## config.mk

```make
export PLATFORM = sky130hd
export DESIGN_NAME = mrsc_ctrl
export DESIGN_NICKNAME = d
export VERILOG_FILES = /design/src/hdl/mrsc_pkg.sv /design/src/hdl/mrsc_ctrl.sv
export SDC_FILE = /design/constraint.sdc
export NUM_CORES = 1
export LEC_CHECK = 0
export ABC_AREA = 1
export BUFFER_PORTS_ARGS = -buffer_cell sky130_fd_sc_hd__buf_2
export CORE_ASPECT_RATIO = 1.75
export CORE_MARGIN = 4
export CORE_UTILIZATION = 65
export DETAILED_ROUTE_END_ITERATION = 10
export PLACE_DENSITY = 0.87
export SKIP_CTS_REPAIR_TIMING = 1
export SLEW_MARGIN = 25
export SYNTH_ARGS = -nofsm -noshare
export SYNTH_HDL_FRONTEND = slang
export SYNTH_SLANG_ARGS = --single-unit
```

## constraint.sdc

```tcl
create_clock -name clock -period 3.98 [get_ports clock]
set_clock_uncertainty 0.15 [all_clocks]
set_input_delay 0.398 -clock clock [delete_from_list [all_inputs] [get_ports clock]]
set_output_delay 0.398 -clock clock [all_outputs]
set_load 0.01 [all_outputs]
```

## src/hdl/mrsc_pkg.sv

```systemverilog
// package: register map, reset values and types for the run/stop controller
package mrsc_pkg;
    // register byte offsets
    localparam logic [5:0] MRSC_CTRL_OFS   = 6'h00;
    localparam logic [5:0] MRSC_SP1_OFS    = 6'h04;
    localparam logic [5:0] MRSC_SP2_OFS    = 6'h08;
    localparam logic [5:0] MRSC_SP3_OFS    = 6'h0C;
    localparam logic [5:0] MRSC_SP4_OFS    = 6'h10;
    localparam logic [5:0] MRSC_JOG_OFS    = 6'h14;
    localparam logic [5:0] MRSC_DECEL_OFS  = 6'h18;
    localparam logic [5:0] MRSC_LOALM_OFS  = 6'h1C;
    localparam logic [5:0] MRSC_HIALM_OFS  = 6'h20;
    localparam logic [5:0] MRSC_RERR_OFS   = 6'h24;
    localparam logic [5:0] MRSC_SERR_OFS   = 6'h28;
    localparam logic [5:0] MRSC_CONT_OFS   = 6'h2C;
    localparam logic [5:0] MRSC_PEAK_OFS   = 6'h30;
    localparam logic [5:0] MRSC_STAT_OFS   = 6'h34;
    localparam logic [5:0] MRSC_CURMON_OFS = 6'h38;
    localparam logic [5:0] MRSC_LIMMON_OFS = 6'h3C;
    // control register fields
    localparam int MRSC_CTRL_RUN_BIT   = 0; // write 1: remote run
    localparam int MRSC_CTRL_RSTOP_BIT = 1; // write 1: remote ramped stop
    localparam int MRSC_CTRL_FSTOP_BIT = 2; // write 1: remote fast stop
    localparam int MRSC_CTRL_ENLOG_BIT = 3; // enable_output_logic_setting
    localparam int MRSC_CTRL_AFMT_LSB  = 4; // alarm_format_setting, 4 bits
    // current settings in 0.1 A units
    localparam logic [15:0] MRSC_CONT_MIN = 16'h0028; // 4.0 A
    localparam logic [15:0] MRSC_CONT_MAX = 16'h0064; // 10.0 A
    localparam logic [15:0] MRSC_PEAK_MIN = 16'h0028; // 4.0 A
    localparam logic [15:0] MRSC_PEAK_MAX = 16'h0096; // 15.0 A
    localparam logic [15:0] MRSC_FULL_SPD = 16'hFFFF;
    // timing
    localparam int MRSC_CLK_MHZ    = 200;
    localparam int MRSC_TICK_US    = 1000; // ramp and duty tick, 1 ms
    localparam int MRSC_TICK_CYC   = MRSC_TICK_US * MRSC_CLK_MHZ;
    localparam int MRSC_WINDOW_MS  = 600000; // ten minutes
    localparam int MRSC_ALLOW_MS   = 60000;  // one minute
    localparam int MRSC_FBLOSS_MS  = 100;    // no feedback edge for this long
    // drive states
    typedef enum logic [2:0] {
        MRSC_IDLE, MRSC_RUN, MRSC_JOG, MRSC_RSTOP, MRSC_FSTOP
    } mrsc_state_t;
    // operator contacts, 1 = closed to common
    typedef struct packed {
        logic run;
        logic jog;
        logic rstop;
        logic fstop;
        logic follower;
        logic sp_sel;
    } mrsc_contacts_t;
    // measured quantities from the control loop
    typedef struct packed {
        logic [15:0] speed;      // scaled feedback
        logic [15:0] ramped_err; // magnitude
        logic [15:0] scaled_err; // magnitude
        logic [15:0] current;    // rms armature current, 0.1 A
    } mrsc_meas_t;
endpackage : mrsc_pkg

```

## src/hdl/mrsc_ctrl.sv

```systemverilog
// motor run/stop sequencing, setpoint selection, outputs and current limit
// Notes on behaviour
// RQ1 - momentary run closure latches running state
// RQ2 - run needs both stop inputs closed
// RQ3 - jog runs at jog speed while held
// RQ4 - jog only with stops closed, run open
// RQ5 - ramped stop latches, decelerates at set rate
// RQ6 - fast stop latches, zero speed at once
// RQ7 - master/follower input picks scaling
// RQ8 - setpoint one to four from two inputs
// RQ9 - lost feedback commands full output
// RQ10 - enable low while commanding nonzero speed; held high through a ramped stop
// RQ11 - enable high after power-up and stops
// RQ12 - alarm per format against four thresholds
// RQ13 - over-limit one minute per ten minutes
// RQ14 - peak current kept below peak limit
// RQ15 - continuous limit accepts 4.0 to 10.0 A
// RQ16 - peak limit accepts 4.0 to 15.0 A
// RQ17 - limit status monitor reads 0 or 1
// RQ18 - current monitor reports rms current in 0.1 A
// RQ19 - host writes settings, reads status, runs
// RQ20 - fast stop, ramped stop, run, jog priority; a host stop while idle is dropped, so a run in the same cycle wins
`timescale 1ns/1ps
module mrsc_ctrl
    import mrsc_pkg::*;
#(
    parameter int TICK_CYC  = MRSC_TICK_CYC,
    parameter int WINDOW_MS = MRSC_WINDOW_MS,
    parameter int ALLOW_MS  = MRSC_ALLOW_MS,
    parameter int FBLOSS_MS = MRSC_FBLOSS_MS
) (
    // clock and reset
    input  wire logic           clock,
    input  wire logic           rst_n,
    // avalon-mm slave
    input  wire logic [5:0]     address,
    input  wire logic           read,
    input  wire logic           write,
    input  wire logic [31:0]    writedata,
    output logic      [31:0]    readdata,
    output logic                waitrequest,
    // operator contacts and loop measurements
    input  wire mrsc_contacts_t contacts,
    input  wire mrsc_meas_t     meas,
    input  wire logic           fb_pulse,
    // drive side
    output logic      [15:0]    speed_cmd,
    output logic                follower_mode,
    output logic      [15:0]    current_clamp,
    output logic                drive_enable_n,
    output logic                alarm_n
);
    // sequencing state
    mrsc_state_t state_r;
    mrsc_state_t state_nxt;
    logic [15:0] spd_r;
    logic [15:0] spd_nxt;
    logic        stop_lat_r;
    logic        stop_lat_nxt;
    // bus side
    logic        wait_r;
    logic [31:0] rdata_r;
    // host settings
    logic        enlog_r;      // enable logic
    logic [3:0]  afmt_r;       // alarm format
    logic [15:0] sp_r [4];     // setpoints one to four
    logic [15:0] jog_r;
    logic [15:0] decel_r;      // drop per tick
    logic [15:0] loalm_r;
    logic [15:0] hialm_r;
    logic [15:0] rerr_r;
    logic [15:0] serr_r;
    logic [15:0] cont_r;
    logic [15:0] peak_r;
    // timers
    logic [31:0] tick_cnt_r;   // cycles in a tick
    logic [31:0] win_cnt_r;    // ticks into window
    logic [31:0] over_cnt_r;   // ticks over limit
    logic [31:0] fb_cnt_r;     // ticks since edge
    // supervision and outputs
    logic        fb_prev_r;
    logic        fb_lost_r;
    logic        clamp_cont_r;
    logic        limiting_r;
    logic [15:0] clamp_r;
    logic        den_n_r;
    logic        alarm_n_r;
    logic        follower_r;

    // bus decode
    // a write lands only while waitrequest is low,
    // so the wait state never applies it twice
    wire         wr_now   = write && !wait_r;
    wire [5:0]   ofs      = {address[5:2], 2'b00};
    wire [15:0]  wd16     = writedata[15:0];
    wire         rem_run  = wr_now && ofs == MRSC_CTRL_OFS
                            && writedata[MRSC_CTRL_RUN_BIT];
    wire         rem_rst  = wr_now && ofs == MRSC_CTRL_OFS
                            && writedata[MRSC_CTRL_RSTOP_BIT];
    wire         rem_fst  = wr_now && ofs == MRSC_CTRL_OFS
                            && writedata[MRSC_CTRL_FSTOP_BIT];
    wire         tick     = tick_cnt_r == 32'(TICK_CYC - 1);

    // setting range enforcement
    wire [15:0]  cont_wr  = wd16 < MRSC_CONT_MIN ? MRSC_CONT_MIN :
                            wd16 > MRSC_CONT_MAX ? MRSC_CONT_MAX : wd16; // RQ15
    wire [15:0]  peak_wr  = wd16 < MRSC_PEAK_MIN ? MRSC_PEAK_MIN :
                            wd16 > MRSC_PEAK_MAX ? MRSC_PEAK_MAX : wd16; // RQ16

    // contact conditions
    wire         stops_ok = contacts.rstop && contacts.fstop; // RQ2
    wire         fst_req  = !contacts.fstop || rem_fst;
    wire         rst_req  = !contacts.rstop || rem_rst;
    wire         run_req  = contacts.run || rem_run;
    wire         jog_ok   = stops_ok && !contacts.run && contacts.jog; // RQ4

    // setpoint select: index {follower, select}
    wire [1:0]   sp_idx   = {contacts.follower, contacts.sp_sel}; // RQ8
    wire [15:0]  sp_act   = sp_r[sp_idx];
    wire [15:0]  run_spd  = fb_lost_r ? MRSC_FULL_SPD : sp_act; // RQ9
    wire [15:0]  jog_spd  = fb_lost_r ? MRSC_FULL_SPD : jog_r; // RQ9
    wire [15:0]  ramp_dn  = spd_r > decel_r ? spd_r - decel_r : 16'h0000;

    // state and speed sequencing
    // stops are tested ahead of the case: fast stop beats any mode other than idle, ramped stop only run and jog;
    // a contact stop seen while idle only sets the latch
    always_comb begin
        state_nxt    = state_r;
        spd_nxt      = spd_r;
        stop_lat_nxt = stop_lat_r;
        if (fst_req && state_r != MRSC_IDLE) begin
            state_nxt    = MRSC_FSTOP; // RQ20
            stop_lat_nxt = 1'b1; // RQ6
            spd_nxt      = 16'h0000; // RQ6
        end else if (rst_req && (state_r == MRSC_RUN || state_r == MRSC_JOG)) begin
            state_nxt    = MRSC_RSTOP; // RQ20
            stop_lat_nxt = 1'b1; // RQ5
        end else begin
            case (state_r)
                MRSC_IDLE: begin
                    if (!stops_ok) begin
                        stop_lat_nxt = 1'b1;
                    end else if (jog_ok && !rem_run) begin
                        state_nxt = MRSC_JOG; // RQ4
                        spd_nxt   = jog_spd;
                    end else if (run_req) begin
                        state_nxt    = MRSC_RUN; // RQ1
                        stop_lat_nxt = 1'b0;
                        spd_nxt      = run_spd;
                    end
                end
                MRSC_RUN: begin
                    spd_nxt = run_spd; // RQ1
                end
                MRSC_JOG: begin
                    if (!contacts.jog || contacts.run) begin
                        state_nxt = MRSC_IDLE; // RQ3
                        spd_nxt   = 16'h0000;
                    end else begin
                        spd_nxt = jog_spd; // RQ3
                    end
                end
                MRSC_RSTOP: begin
                    if (spd_r == 16'h0000) begin
                        state_nxt = MRSC_IDLE;
                    end else if (tick) begin
                        spd_nxt = ramp_dn; // RQ5
                    end
                end
                MRSC_FSTOP: begin
                    spd_nxt   = 16'h0000;
                    state_nxt = MRSC_IDLE;
                end
                default: begin
                    state_nxt = MRSC_IDLE;
                    spd_nxt   = 16'h0000;
                end
            endcase
        end
    end

    // state registers
    always_ff @(posedge clock or negedge rst_n) begin
        if (!rst_n) begin
            state_r    <= MRSC_IDLE;
            spd_r      <= 16'h0000;
            stop_lat_r <= 1'b0;
        end else begin
            state_r    <= state_nxt;
            spd_r      <= spd_nxt;
            stop_lat_r <= stop_lat_nxt;
        end
    end

    // millisecond tick
    // paces the ramp, the overload budget and the watchdog
    always_ff @(posedge clock or negedge rst_n) begin
        if (!rst_n) begin
            tick_cnt_r <= 32'h0000_0000;
        end else begin
            tick_cnt_r <= tick ? 32'h0000_0000 : tick_cnt_r + 32'h0000_0001;
        end
    end

    // feedback loss watchdog: no rising edge for the timeout
    // hazard: a lost sensor forces full output; the flag is
    // in status so the host can tell a runaway from a command
    always_ff @(posedge clock or negedge rst_n) begin
        if (!rst_n) begin
            fb_prev_r <= 1'b0;
            fb_cnt_r  <= 32'h0000_0000;
            fb_lost_r <= 1'b0;
        end else begin
            fb_prev_r <= fb_pulse;
            if (fb_pulse && !fb_prev_r) begin
                fb_cnt_r  <= 32'h0000_0000;
                fb_lost_r <= 1'b0;
            end else if (tick && fb_cnt_r < 32'(FBLOSS_MS)) begin
                fb_cnt_r <= fb_cnt_r + 32'h0000_0001;
            end else if (fb_cnt_r >= 32'(FBLOSS_MS)) begin
                fb_lost_r <= 1'b1; // RQ9
            end
        end
    end

    // over-limit budget inside the fixed ten-minute window
    // the window free-runs from reset, not from the first overload;
    // once the budget is spent the clamp holds to the window end
    wire over_cont = meas.current > cont_r;
    always_ff @(posedge clock or negedge rst_n) begin
        if (!rst_n) begin
            win_cnt_r    <= 32'h0000_0000;
            over_cnt_r   <= 32'h0000_0000;
            clamp_cont_r <= 1'b0;
        end else if (tick) begin
            if (win_cnt_r == 32'(WINDOW_MS - 1)) begin
                win_cnt_r    <= 32'h0000_0000;
                over_cnt_r   <= 32'h0000_0000;
                clamp_cont_r <= 1'b0; // RQ13
            end else begin
                win_cnt_r <= win_cnt_r + 32'h0000_0001;
                if (over_cont && !clamp_cont_r) begin
                    over_cnt_r <= over_cnt_r + 32'h0000_0001;
                end
                if (over_cnt_r >= 32'(ALLOW_MS)) begin
                    clamp_cont_r <= 1'b1; // RQ13
                end
            end
        end
    end

    // current clamp and limiting status
    // the peak setting is never reached, so one step below is used;
    // status compares against the clamp about to apply
    wire [15:0] peak_lim  = peak_r - 16'h0001; // RQ14
    wire [15:0] clamp_nxt = clamp_cont_r ? cont_r : peak_lim; // RQ13
    always_ff @(posedge clock or negedge rst_n) begin
        if (!rst_n) begin
            clamp_r    <= 16'h0000;
            limiting_r <= 1'b0;
        end else begin
            clamp_r    <= clamp_nxt;
            limiting_r <= meas.current >= clamp_nxt; // RQ17
        end
    end

    // drive enable, alarm and mode outputs
    wire running  = state_r == MRSC_RUN || state_r == MRSC_JOG;
    wire en_cond  = enlog_r ? running : running && spd_r != 16'h0000; // RQ10
    wire alm_lo   = afmt_r[0] && meas.speed < loalm_r;
    wire alm_hi   = afmt_r[1] && meas.speed > hialm_r;
    wire alm_re   = afmt_r[2] && meas.ramped_err > rerr_r;
    wire alm_se   = afmt_r[3] && meas.scaled_err > serr_r;
    always_ff @(posedge clock or negedge rst_n) begin
        if (!rst_n) begin
            den_n_r    <= 1'b1; // RQ11
            alarm_n_r  <= 1'b1;
            follower_r <= 1'b0;
        end else begin
            den_n_r    <= !en_cond; // RQ11
            alarm_n_r  <= !(alm_lo || alm_hi || alm_re || alm_se); // RQ12
            follower_r <= contacts.follower; // RQ7
        end
    end

    // read mux
    // unmapped offsets read as zero
    logic [31:0] rmux;
    always_comb begin
        case (ofs)
            MRSC_CTRL_OFS:   rmux = {24'h00_0000, afmt_r, enlog_r, 3'b000};
            MRSC_SP1_OFS:    rmux = {16'h0000, sp_r[0]};
            MRSC_SP2_OFS:    rmux = {16'h0000, sp_r[1]};
            MRSC_SP3_OFS:    rmux = {16'h0000, sp_r[2]};
            MRSC_SP4_OFS:    rmux = {16'h0000, sp_r[3]};
            MRSC_JOG_OFS:    rmux = {16'h0000, jog_r};
            MRSC_DECEL_OFS:  rmux = {16'h0000, decel_r};
            MRSC_LOALM_OFS:  rmux = {16'h0000, loalm_r};
            MRSC_HIALM_OFS:  rmux = {16'h0000, hialm_r};
            MRSC_RERR_OFS:   rmux = {16'h0000, rerr_r};
            MRSC_SERR_OFS:   rmux = {16'h0000, serr_r};
            MRSC_CONT_OFS:   rmux = {16'h0000, cont_r};
            MRSC_PEAK_OFS:   rmux = {16'h0000, peak_r};
            MRSC_STAT_OFS:   rmux = {spd_r, 7'h00, fb_lost_r, !alarm_n_r,
                                     stop_lat_r, clamp_cont_r, 2'b00, state_r}; // RQ19
            MRSC_CURMON_OFS: rmux = {16'h0000, meas.current}; // RQ18
            MRSC_LIMMON_OFS: rmux = {31'h0000_0000, limiting_r}; // RQ17
            default:         rmux = 32'h0000_0000;
        endcase
    end

    // bus handshake: one wait cycle, then a single ready cycle
    // read data is caught on the edge that ends the wait cycle and held to the next read
    always_ff @(posedge clock or negedge rst_n) begin
        if (!rst_n) begin
            wait_r  <= 1'b1;
            rdata_r <= 32'h0000_0000;
        end else begin
            wait_r  <= !((read || write) && wait_r);
            rdata_r <= (read && wait_r) ? rmux : rdata_r;
        end
    end

    // settings written by the host
    // limit writes are pulled into range rather than refused
    always_ff @(posedge clock or negedge rst_n) begin
        if (!rst_n) begin
            enlog_r <= 1'b0;
            afmt_r  <= 4'h0;
            sp_r    <= '{default: 16'h0000};
            jog_r   <= 16'h0000;
            decel_r <= 16'h0001;
            loalm_r <= 16'h0000;
            hialm_r <= 16'hFFFF;
            rerr_r  <= 16'hFFFF;
            serr_r  <= 16'hFFFF;
            cont_r  <= MRSC_CONT_MAX;
            peak_r  <= MRSC_PEAK_MAX;
        end else if (wr_now) begin
            case (ofs)
                MRSC_CTRL_OFS: begin
                    enlog_r <= writedata[MRSC_CTRL_ENLOG_BIT];
                    afmt_r  <= writedata[MRSC_CTRL_AFMT_LSB +: 4];
                end
                MRSC_SP1_OFS:   sp_r[0] <= wd16; // RQ19
                MRSC_SP2_OFS:   sp_r[1] <= wd16;
                MRSC_SP3_OFS:   sp_r[2] <= wd16;
                MRSC_SP4_OFS:   sp_r[3] <= wd16;
                MRSC_JOG_OFS:   jog_r   <= wd16;
                MRSC_DECEL_OFS: decel_r <= wd16;
                MRSC_LOALM_OFS: loalm_r <= wd16;
                MRSC_HIALM_OFS: hialm_r <= wd16;
                MRSC_RERR_OFS:  rerr_r  <= wd16;
                MRSC_SERR_OFS:  serr_r  <= wd16;
                MRSC_CONT_OFS:  cont_r  <= cont_wr; // RQ15
                MRSC_PEAK_OFS:  peak_r  <= peak_wr; // RQ16
                default: begin
                end
            endcase
        end
    end

    // outputs
    // each output is a flip-flop with no logic before the pin
    assign readdata       = rdata_r;
    assign waitrequest    = wait_r;
    assign speed_cmd      = spd_r;
    assign follower_mode  = follower_r;
    assign current_clamp  = clamp_r;
    assign drive_enable_n = den_n_r;
    assign alarm_n        = alarm_n_r;
endmodule : mrsc_ctrl

```

-- Word-level counts from Yosys, hierarchy flattened
Cells that the tools add are included.
- output and inout port bits: 68
- flip-flop bits (word level): 401
- multiplexer cells: 47
- reductions and logical operators: 71
- $add $sub $neg: 6
- bitwise operators: 1
- $lt $le $gt $ge: 14
- eq/ne operators: 33
- operators by type and width (cell ; number):
    case mux 32 bit (16 select lines) ; 1
    two-way mux 16 bit ; 18
    two-way mux 32 bit ; 6
    adder 32 x 1 -> 32 bit, second input constant ; 4
    greater-than comparator 16 bit ; 5
    case mux 16 bit (4 select lines) ; 1
    binary-select mux 16 bit (select 2 bit) ; 1
    equality test 32 x 18 -> 1 bit, second input constant ; 1
    equality test 32 x 20 -> 1 bit, second input constant ; 1
    equality test 4 bit, second input constant ; 8
    greater-or-equal comparator 32 x 16 -> 1 bit, second input constant ; 1
    greater-or-equal comparator 32 x 7 -> 1 bit, second input constant ; 1
    less-than comparator 32 x 7 -> 1 bit, second input constant ; 1
    AND reduction 2 bit ; 16
    logical AND 1 bit ; 21
    two-way mux 3 bit ; 7
    != test 4 bit, second input constant ; 5
    equality test 4 x 3 -> 1 bit, second input constant ; 4
    greater-or-equal comparator 16 bit ; 1
    greater-than comparator 16 x 7 -> 1 bit, second input constant ; 1
    greater-than comparator 16 x 8 -> 1 bit, second input constant ; 1
    logical NOT 16 bit ; 1
    less-than comparator 16 bit ; 1
    less-than comparator 16 x 6 -> 1 bit, second input constant ; 1
    other kinds (23) ; 64

-- Depth between registers and ports, before layout
Gate-level depths: netlist of run 1.
- word-level depth: 11
- gate-level depth with buffers: 18
- depth with buffers taken out: 18

-- Worst setup path after synthesis of run 1
Ideal clock, no wire load.
- path type: register to register
- from: reg peak_r[2]
- to: reg limiting_r
- slack: 1.544 ns
- setup time: 0.069 ns
- data arrival time: 2.217 ns
- clock period less this slack: 2.436 ns
- stages on the path, launching flop included: 19
- path buffers: 0
- cells stage by stage: dfstp_2 inv_1 nand2_1 nor2_1 nand2_1 nor2_1 nand2_1 nor2_1 nand2_1 xor2_1 nand2_1 o21ai_0 ha_1 nand2_1 inv_1 nand3_1 nor3_1 nand3_1 nand3_1
- cells in the longest elaborated chain, start to end: 3
- ends and longest elaborated chain (what ; line ; source):
    start: declaration ; mrsc_ctrl.sv:74 ; logic [15:0] peak_r;
    start signal: assignment ; mrsc_ctrl.sv:356 ; MRSC_PEAK_OFS: peak_r <= peak_wr;
    subtractor 16 x 1 -> 16 bit ; mrsc_ctrl.sv:255 ; wire [15:0] peak_lim = peak_r - 16'h0001;
    two-way mux 16 bit ; mrsc_ctrl.sv:256 ; wire [15:0] clamp_nxt = clamp_cont_r ? cont_r : peak_lim;
    greater-or-equal comparator 16 bit ; mrsc_ctrl.sv:263 ; limiting_r <= meas.current >= clamp_nxt;
    end signal: assignment ; mrsc_ctrl.sv:263 ;
    end: declaration ; mrsc_ctrl.sv:84 ; logic limiting_r;
No other way between the ends.
A chain may end at the register's enable or synchronous reset.

-- Final worst setup path of run 1
- from: reg peak_r[1]
- to: reg limiting_r
Same word-level chain as after synthesis.

==> results of run 1 <==
-- flip-flops by register name, indices dropped and copies added, names as in the netlist, 16 cells and up --
register       cells
peak_r            16
sp_r              64
current_clamp     16
decel_r           16
win_cnt_r         32
serr_r            16
cont_r            16
rerr_r            16
speed_cmd         16
jog_r             16
tick_cnt_r        32
hialm_r           16
over_cnt_r        32
readdata          32
fb_cnt_r          32
loalm_r           16
-- layout by cell type, fill, tap and decap left out, drive strengths merged, types with 4 or more instances in the layout --
master         n
o221ai         6
dfrtp        342
a21oi        117
bufinv         8
o211ai        10
clkinv         6
diode          5
inv          446
a211oi        13
buf          191
o21a           5
xor2          53
nand4         50
o21ai        351
mux2i          4
nand2        901
o22ai         27
dfstp         59
a41oi          4
nor3          68
nor2         342
nor4          13
ha           118
nand3        170
clkbuf        50
o2111ai        7
xnor2         18
nand3b         4
dlygate4sd3    5
-- worst max-delay path by stage --
stage / endpoint / slack, ns / cells after the start
floorplan: limiting_r / 1.54 / 18
global placement: over_cnt_r[22] / 0.87 / 13
detailed placement: limiting_r / 0.78 / 18
CTS: over_cnt_r[14] / 0.71 / 13
global route: limiting_r / 0.46 / 18
finish: limiting_r / 0.63 / 18
-- power groups by stage --
stage	clock network [mW]	logic, mW	registers, mW
floorplan	0	2.43	5.14
global placement	0	3.59	5.22
global route	4.33	4.30	5.26
CTS	4.17	3.77	5.18
finish	4.18	3.84	5.21
detailed placement	0	3.72	5.25
-- critical path, stage by stage, from the launching register on --
cell,delay (ns)
dfstp_2,0.36
inv_1,0.18
nand2_1,0.11
nor2_1,0.13
nand2_1,0.10
nor2_1,0.24
nand2_1,0.14
nor2_1,0.25
nand2_1,0.12
xor2_1,0.18
nand2_1,0.06
o21ai_0,0.10
ha_1,0.34
nand2_1,0.10
inv_1,0.07
nand3_1,0.10
nor3_1,0.33
nand3_1,0.11
nand3_1,0.10
-- cell type report --
type                       count  share of cell area, %
antenna                        5                 0.0471
clock buffer                  50                   4.10
clock inverter                22                   1.30
inverter                     441                   6.23
multi-input combinational   2309                   43.8
sequential                   401                   38.0
tap                          470                   2.21
timing repair buffer         196                   4.28
-- synth_stat cells (all sizes together), types with 5 or more instances --
cell / instances
xnor2: 18
o22ai: 27
dfstp: 59
nor4: 13
a21oi: 117
o211ai: 10
nand4: 50
a211oi: 13
o221ai: 6
ha: 118
nand2: 901
buf: 25
dfrtp: 342
nor3: 68
inv: 441
o2111ai: 7
nand3: 170
nor2: 342
o21a: 5
xor2: 53
o21ai: 351
clkbuf: 82
-- cells by family after synthesis --
group,after synthesis,synth area share (%)
flip-flops,401,42.3
multiplexers,4,0.168
adder cells (fa/ha/maj),119,6.26
XOR/XNOR,71,2.60
AO/OA/AOI/OAI,560,12.8
AND/OR/NAND/NOR,1555,27.0
buffers and inverters,548,8.93
-- metal layers --
layer / global-route usage [%] / share of wire [%] / vias to the layer above
met3: 9.39 / 9.3 / 549
li1: - / - / 10780
met1: 44.5 / 32 / 11074
met5: 0 / 0.014 / -
met2: 71.0 / 47 / 1507
met4: 38.4 / 11 / 2
==> results.tsv, run 1 <==
metric	value	unit
sw frac	36.2	%
Mapped Cells	3258	
syn avg cell area	7.33	um2
top-level port count	181	
setup violators final	0	
prevailing post-synth register cell	dfrtp_1	
gpl congestion	1.12	
Final #Nets	3620	
Worst Path Max Fanout	4	
Cells on Worst Hold Path	3	
NetSw	4.80	mW
Seq cells post-synth	401	
Final Hold Violating Endpoints	2	
chip height	262	um
GR Overflow Total	0	
Pleak	13.2	nW
first-pass GRT wire length	131000	um
DRT Wirelength	86300	um
share of the synthesized area in the top cell type	35.8	%
Yosys warnings	0	
initial core utilization	66.1	%
Fillers	2760	
vias per cell	6.14	
H-tree depth	2	
Inst Count DP	3812	
initial antenna violation count	5	
max_cap viols	0	
Final Slew Violations	0	
CTS Buffer Depth	3	
Die Wd	153	um
hold path startpoint	writedata[6]	
status	finished with violations	
combinational power share	29.0	%
area of the multi-input gates	0.0117	mm2
full die area	0.0400	mm2
Critical Path Source	peak_r[1]	
part of the cycle the worst path needs	84.3	%
layout cells sized above 1	10.2	%
Area after DPL	0.0251	mm2
Final min period	3.35	ns
Hold WS	-0.0332	ns
Internal	8.44	mW
CP Data Required Time	4.32	ns
Reg-to-Reg End	limiting_r	
DR vias	23912	
Post-synth ARST share	100	%
TritonCTS clock tree	yes	
largest net degree at the start of global routing	97	
Critical Path AT	3.69	ns
top post-synthesis cells by area	dfrtp_1, nand2_1, o21ai_0	
slew of the pin with the lowest slew margin	0.993	ns
final setup margin	0.626	ns
failing checks	negative hold slack	
maximum vdd drop	0.000434	V
r2r setup slk	0.63	ns
CTS buffer count	39	
Crit Path Category	reg -> reg	
sequential cell area	0.0101	mm2
clock sink count	401	
worst r2r src	peak_r[1]	
f_max	298	MHz
# rows	92	
Routed Antenna Nets	0	
drt first pass iters	9	
Setup WS pre-CTS	0.776	ns
Global Route Usage Sum	42.4	%
Worst-path clk slew	0.07	ns
area leader, netlist	dfrtp_1	
fin area	0.0266	mm2
RSZ-0062 raised after global routing	no	
Setup crit end kind	flip-flop	
Post-Syn Area	0.0239	mm2
Remaining DRCs	0	
vias in the first global route	23511	
number of synthesized flops with an enable pin	0	
final setup TNS	0	ns
Final Non-Filler Cells	3894	
Port Buf Inserts	162	
clock root cell	clkbuf_16	
clock share of power	31.6	%
worst hold path class	in -> reg	
r2r worst-path depth	18	
Slew headroom	33.6	%
startpoint types	flip-flop	
Power, Total	13.2	mW
sequential share of the synthesized area	42.3	%
pwr dens	498	mW/mm2
Area Growth Syn to Fin	11.3	%
synth unique cells	57	
initial DRC count	2217	
core area	0.0361	mm2
routed len/inst	22.2	um
hold path endpoint	afmt_r[2]	
dpl hpwl	64100	um
clk_lat worst skew	0.57	ns
final core utilization	73.6	%
sequential share of power	39.4	%
syn_nets	3490	
Power figures use the tool's default switching activity.
==> run 2, diff against run 1 <==
--- a/config.mk
+++ b/config.mk
@@ -9,9 +9,9 @@
 export BUFFER_PORTS_ARGS = -buffer_cell sky130_fd_sc_hd__buf_2
 export CORE_ASPECT_RATIO = 1.75
 export CORE_MARGIN = 4
-export CORE_UTILIZATION = 65
+export CORE_UTILIZATION = 55
 export DETAILED_ROUTE_END_ITERATION = 10
-export PLACE_DENSITY = 0.87
+export PLACE_DENSITY = 0.79
 export SKIP_CTS_REPAIR_TIMING = 1
 export SLEW_MARGIN = 25
 export SYNTH_ARGS = -nofsm -noshare
==> constraint.sdc (replaced) <==
create_clock -name clock -period 3 [get_ports clock]
set_clock_uncertainty 0.15 [all_clocks]
set_input_delay 0.3 -clock clock [delete_from_list [all_inputs] [get_ports clock]]
set_output_delay 0.3 -clock clock [all_outputs]
set_load 0.01 [all_outputs]
==> run 2 against run 1 <==
Against the previous run:
- sequential share of layout area down 0.52 points
- cell area up 1.4%
- global-route usage down 6.6 points
- power up 28%
- combinational power up 34%
- count of clock-buffer cells in the layout up 8
- the run now ends clean
- critical endpoint unchanged
- flip-flop and latch count unchanged
- final cell count up 4.0%
==> results.tsv, run 2 (synthesis results as in run 1) <==
metric	value	unit	change
clock root cell	clkbuf_16		
CP Data Required Time	3.33	ns	-0.99 ns
Final min period	2.69	ns	-0.661 ns
DRT Wirelength	84700	um	-1.9%
DR vias	23175		-3.1%
GR Overflow Total	0		unchanged
routed len/inst	20.9	um	-5.7%
startpoint types	flip-flop		
largest reg by FF count	sp_r		
first-pass GRT wire length	128000	um	-2.5%
Final Hold Violating Endpoints	0		-2
clock sink count	401		unchanged
drt first pass iters	6		-3
Routed Antenna Nets	0		unchanged
Remaining DRCs	0		unchanged
top-level port count	181		unchanged
Setup WS pre-CTS	0.236	ns	-0.540 ns
Pleak	13.3	nW	+1.2%
f_max	371	MHz	+25%
maximum vdd drop	0.000468	V	+8.0%
Setup crit end kind	flip-flop		
slew of the pin with the lowest slew margin	1.05	ns	+0.0552 ns
Worst-path clk slew	0.07	ns	about the same
gpl congestion	1.03		-7.8%
chip height	284	um	+8.4%
Global Route Usage Sum	35.8	%	-6.6 points
worst r2r src	peak_r[2]		
vias in the first global route	22576		-4.0%
hold path startpoint	contacts[5]		
Worst Path Max Fanout	4		unchanged
clk_lat worst skew	0.56	ns	about the same
core area	0.0428	mm2	+18%
part of the cycle the worst path needs	89.8	%	+5.5 points
Final #Nets	3675		+1.5%
CTS Buffer Depth	3		unchanged
initial DRC count	1912		-14%
most used cell along the critical path	nand2_1		
RSZ-0062 raised after global routing	no		
CTS buffer count	38		-2.6%
Area Growth Syn to Fin	12.8	%	
dpl hpwl	64900	um	+1.1%
full die area	0.0470	mm2	+17%
Slew headroom	29.8	%	-3.7 points
Port Buf Inserts	162		unchanged
Die Wd	166	um	+8.3%
CP max stage cell	dfstp_2		
worst path cell trace	inv_1, nand2_1, nor2_1, nand2_1, nor2_2, nand2_1, nor2_2, nand2_1, xor2_1, nand2_1, o21ai_0, ha_1, nand2_1, inv_1, nand3_1, nor3_1, nand3_1, nand3_1		
Critical Path AT	3.02	ns	-0.67 ns
status	complete, no violations		
final setup margin	0.306	ns	-0.319 ns
setup violators final	0		unchanged
final core utilization	63.0	%	-11 points
CP max stage delay	0.38	ns	+0.02 ns
initial core utilization	55.8	%	-10 points
vias per cell	5.72		-6.8%
commonest non-fill, non-tap cells in the layout	nand2_1, inv_1, o21ai_0, dfrtp_1, nor2_1		
initial antenna violation count	24		+19
max FFs per register	64		unchanged
Critical Path Source	peak_r[2]		
commonest non-fill, non-tap cell in the layout	nand2_1		
max_cap viols	0		unchanged
H-tree depth	2		unchanged
Crit Path Category	reg -> reg		
Crit path buffers/inverters	2		unchanged
Final Slew Violations	0		unchanged
layout cells sized above 1	11.4	%	+1.1 points
pwr dens	626	mW/mm2	+26%
worst hold path class	in -> reg		
final setup TNS	0	ns	unchanged
largest net degree at the start of global routing	85		-12%
TritonCTS clock tree	yes		
# rows	100		+8.7%
delay-heaviest family, CP	simple AND/OR/NAND/NOR gates		
Hold WS	0.00220	ns	+0.0354 ns
r2r setup slk	0.31	ns	-0.32 ns
## run 2: cell count changes in the layout (fill, tap and decap cells not counted), moves of 4 or more
cell	before	now
buf_4	25	74
diode_2	5	18
bufinv_16	8	0
clkbuf_8	3	9
dlygate4sd3_1	5	10
clkbuf_1	6	10
## run 2: cell type report
cell class	count	area [um2]
Clock buffer	58	1140
Timing Repair Buffer	252	1600
Multi-Input combinational cell	2309	11700
Fill cell	3990	15800
Sequential cell	401	10100
Inverter	441	1660
Clock inverter	10	58.8
Tap cell	561	702
Antenna cell	18	45.0
## run 2: path summary, 6_finish.rpt
check | endpoint | cells past startpoint
worst min-delay path | state_r[1] | 4
min in group asynchronous | sp_r[30] | 2
worst max-delay path | limiting_r | 18
max in group asynchronous | decel_r[0] | 3
worst min register to register | readdata[30] | 2
worst max register to register | limiting_r | 18
## run 2: routing by layer
layer	GRT usage (%)	vias up	share of wire (%)
li1	-	10892	-
met1	36.8	10716	33
met2	59.0	1120	48
met3	8.71	435	7.9
met4	32.3	12	11
met5	0	-	0.094
## run 2: per-stage QoR
stage / power, mW / instances / area [um2]
finish: 16.9 / 4050 / 27000
global route: 17.8 / 4040 / 26900
CTS: 16.8 / 4022 / 26800
detailed placement: 12.0 / 3954 / 25600
global placement: 11.9 / 3954 / 25600
floorplan: 10.0 / 3258 / 23900
## run 2: power breakdown
group          total [mW]  leakage [nW]  switching [mW]  internal [mW]
clock                4.81         0.591            2.19           2.63
combinational        5.14          7.59            3.44           1.70
sequential           6.94          5.17           0.675           6.26
total                16.9          13.3            6.30           10.6
## run 2: tightest hold or removal path, stage by stage
cell     delay (ns)
buf_2          0.09
nor3_1         0.05
nand3_1        0.11
nand3_1        0.09
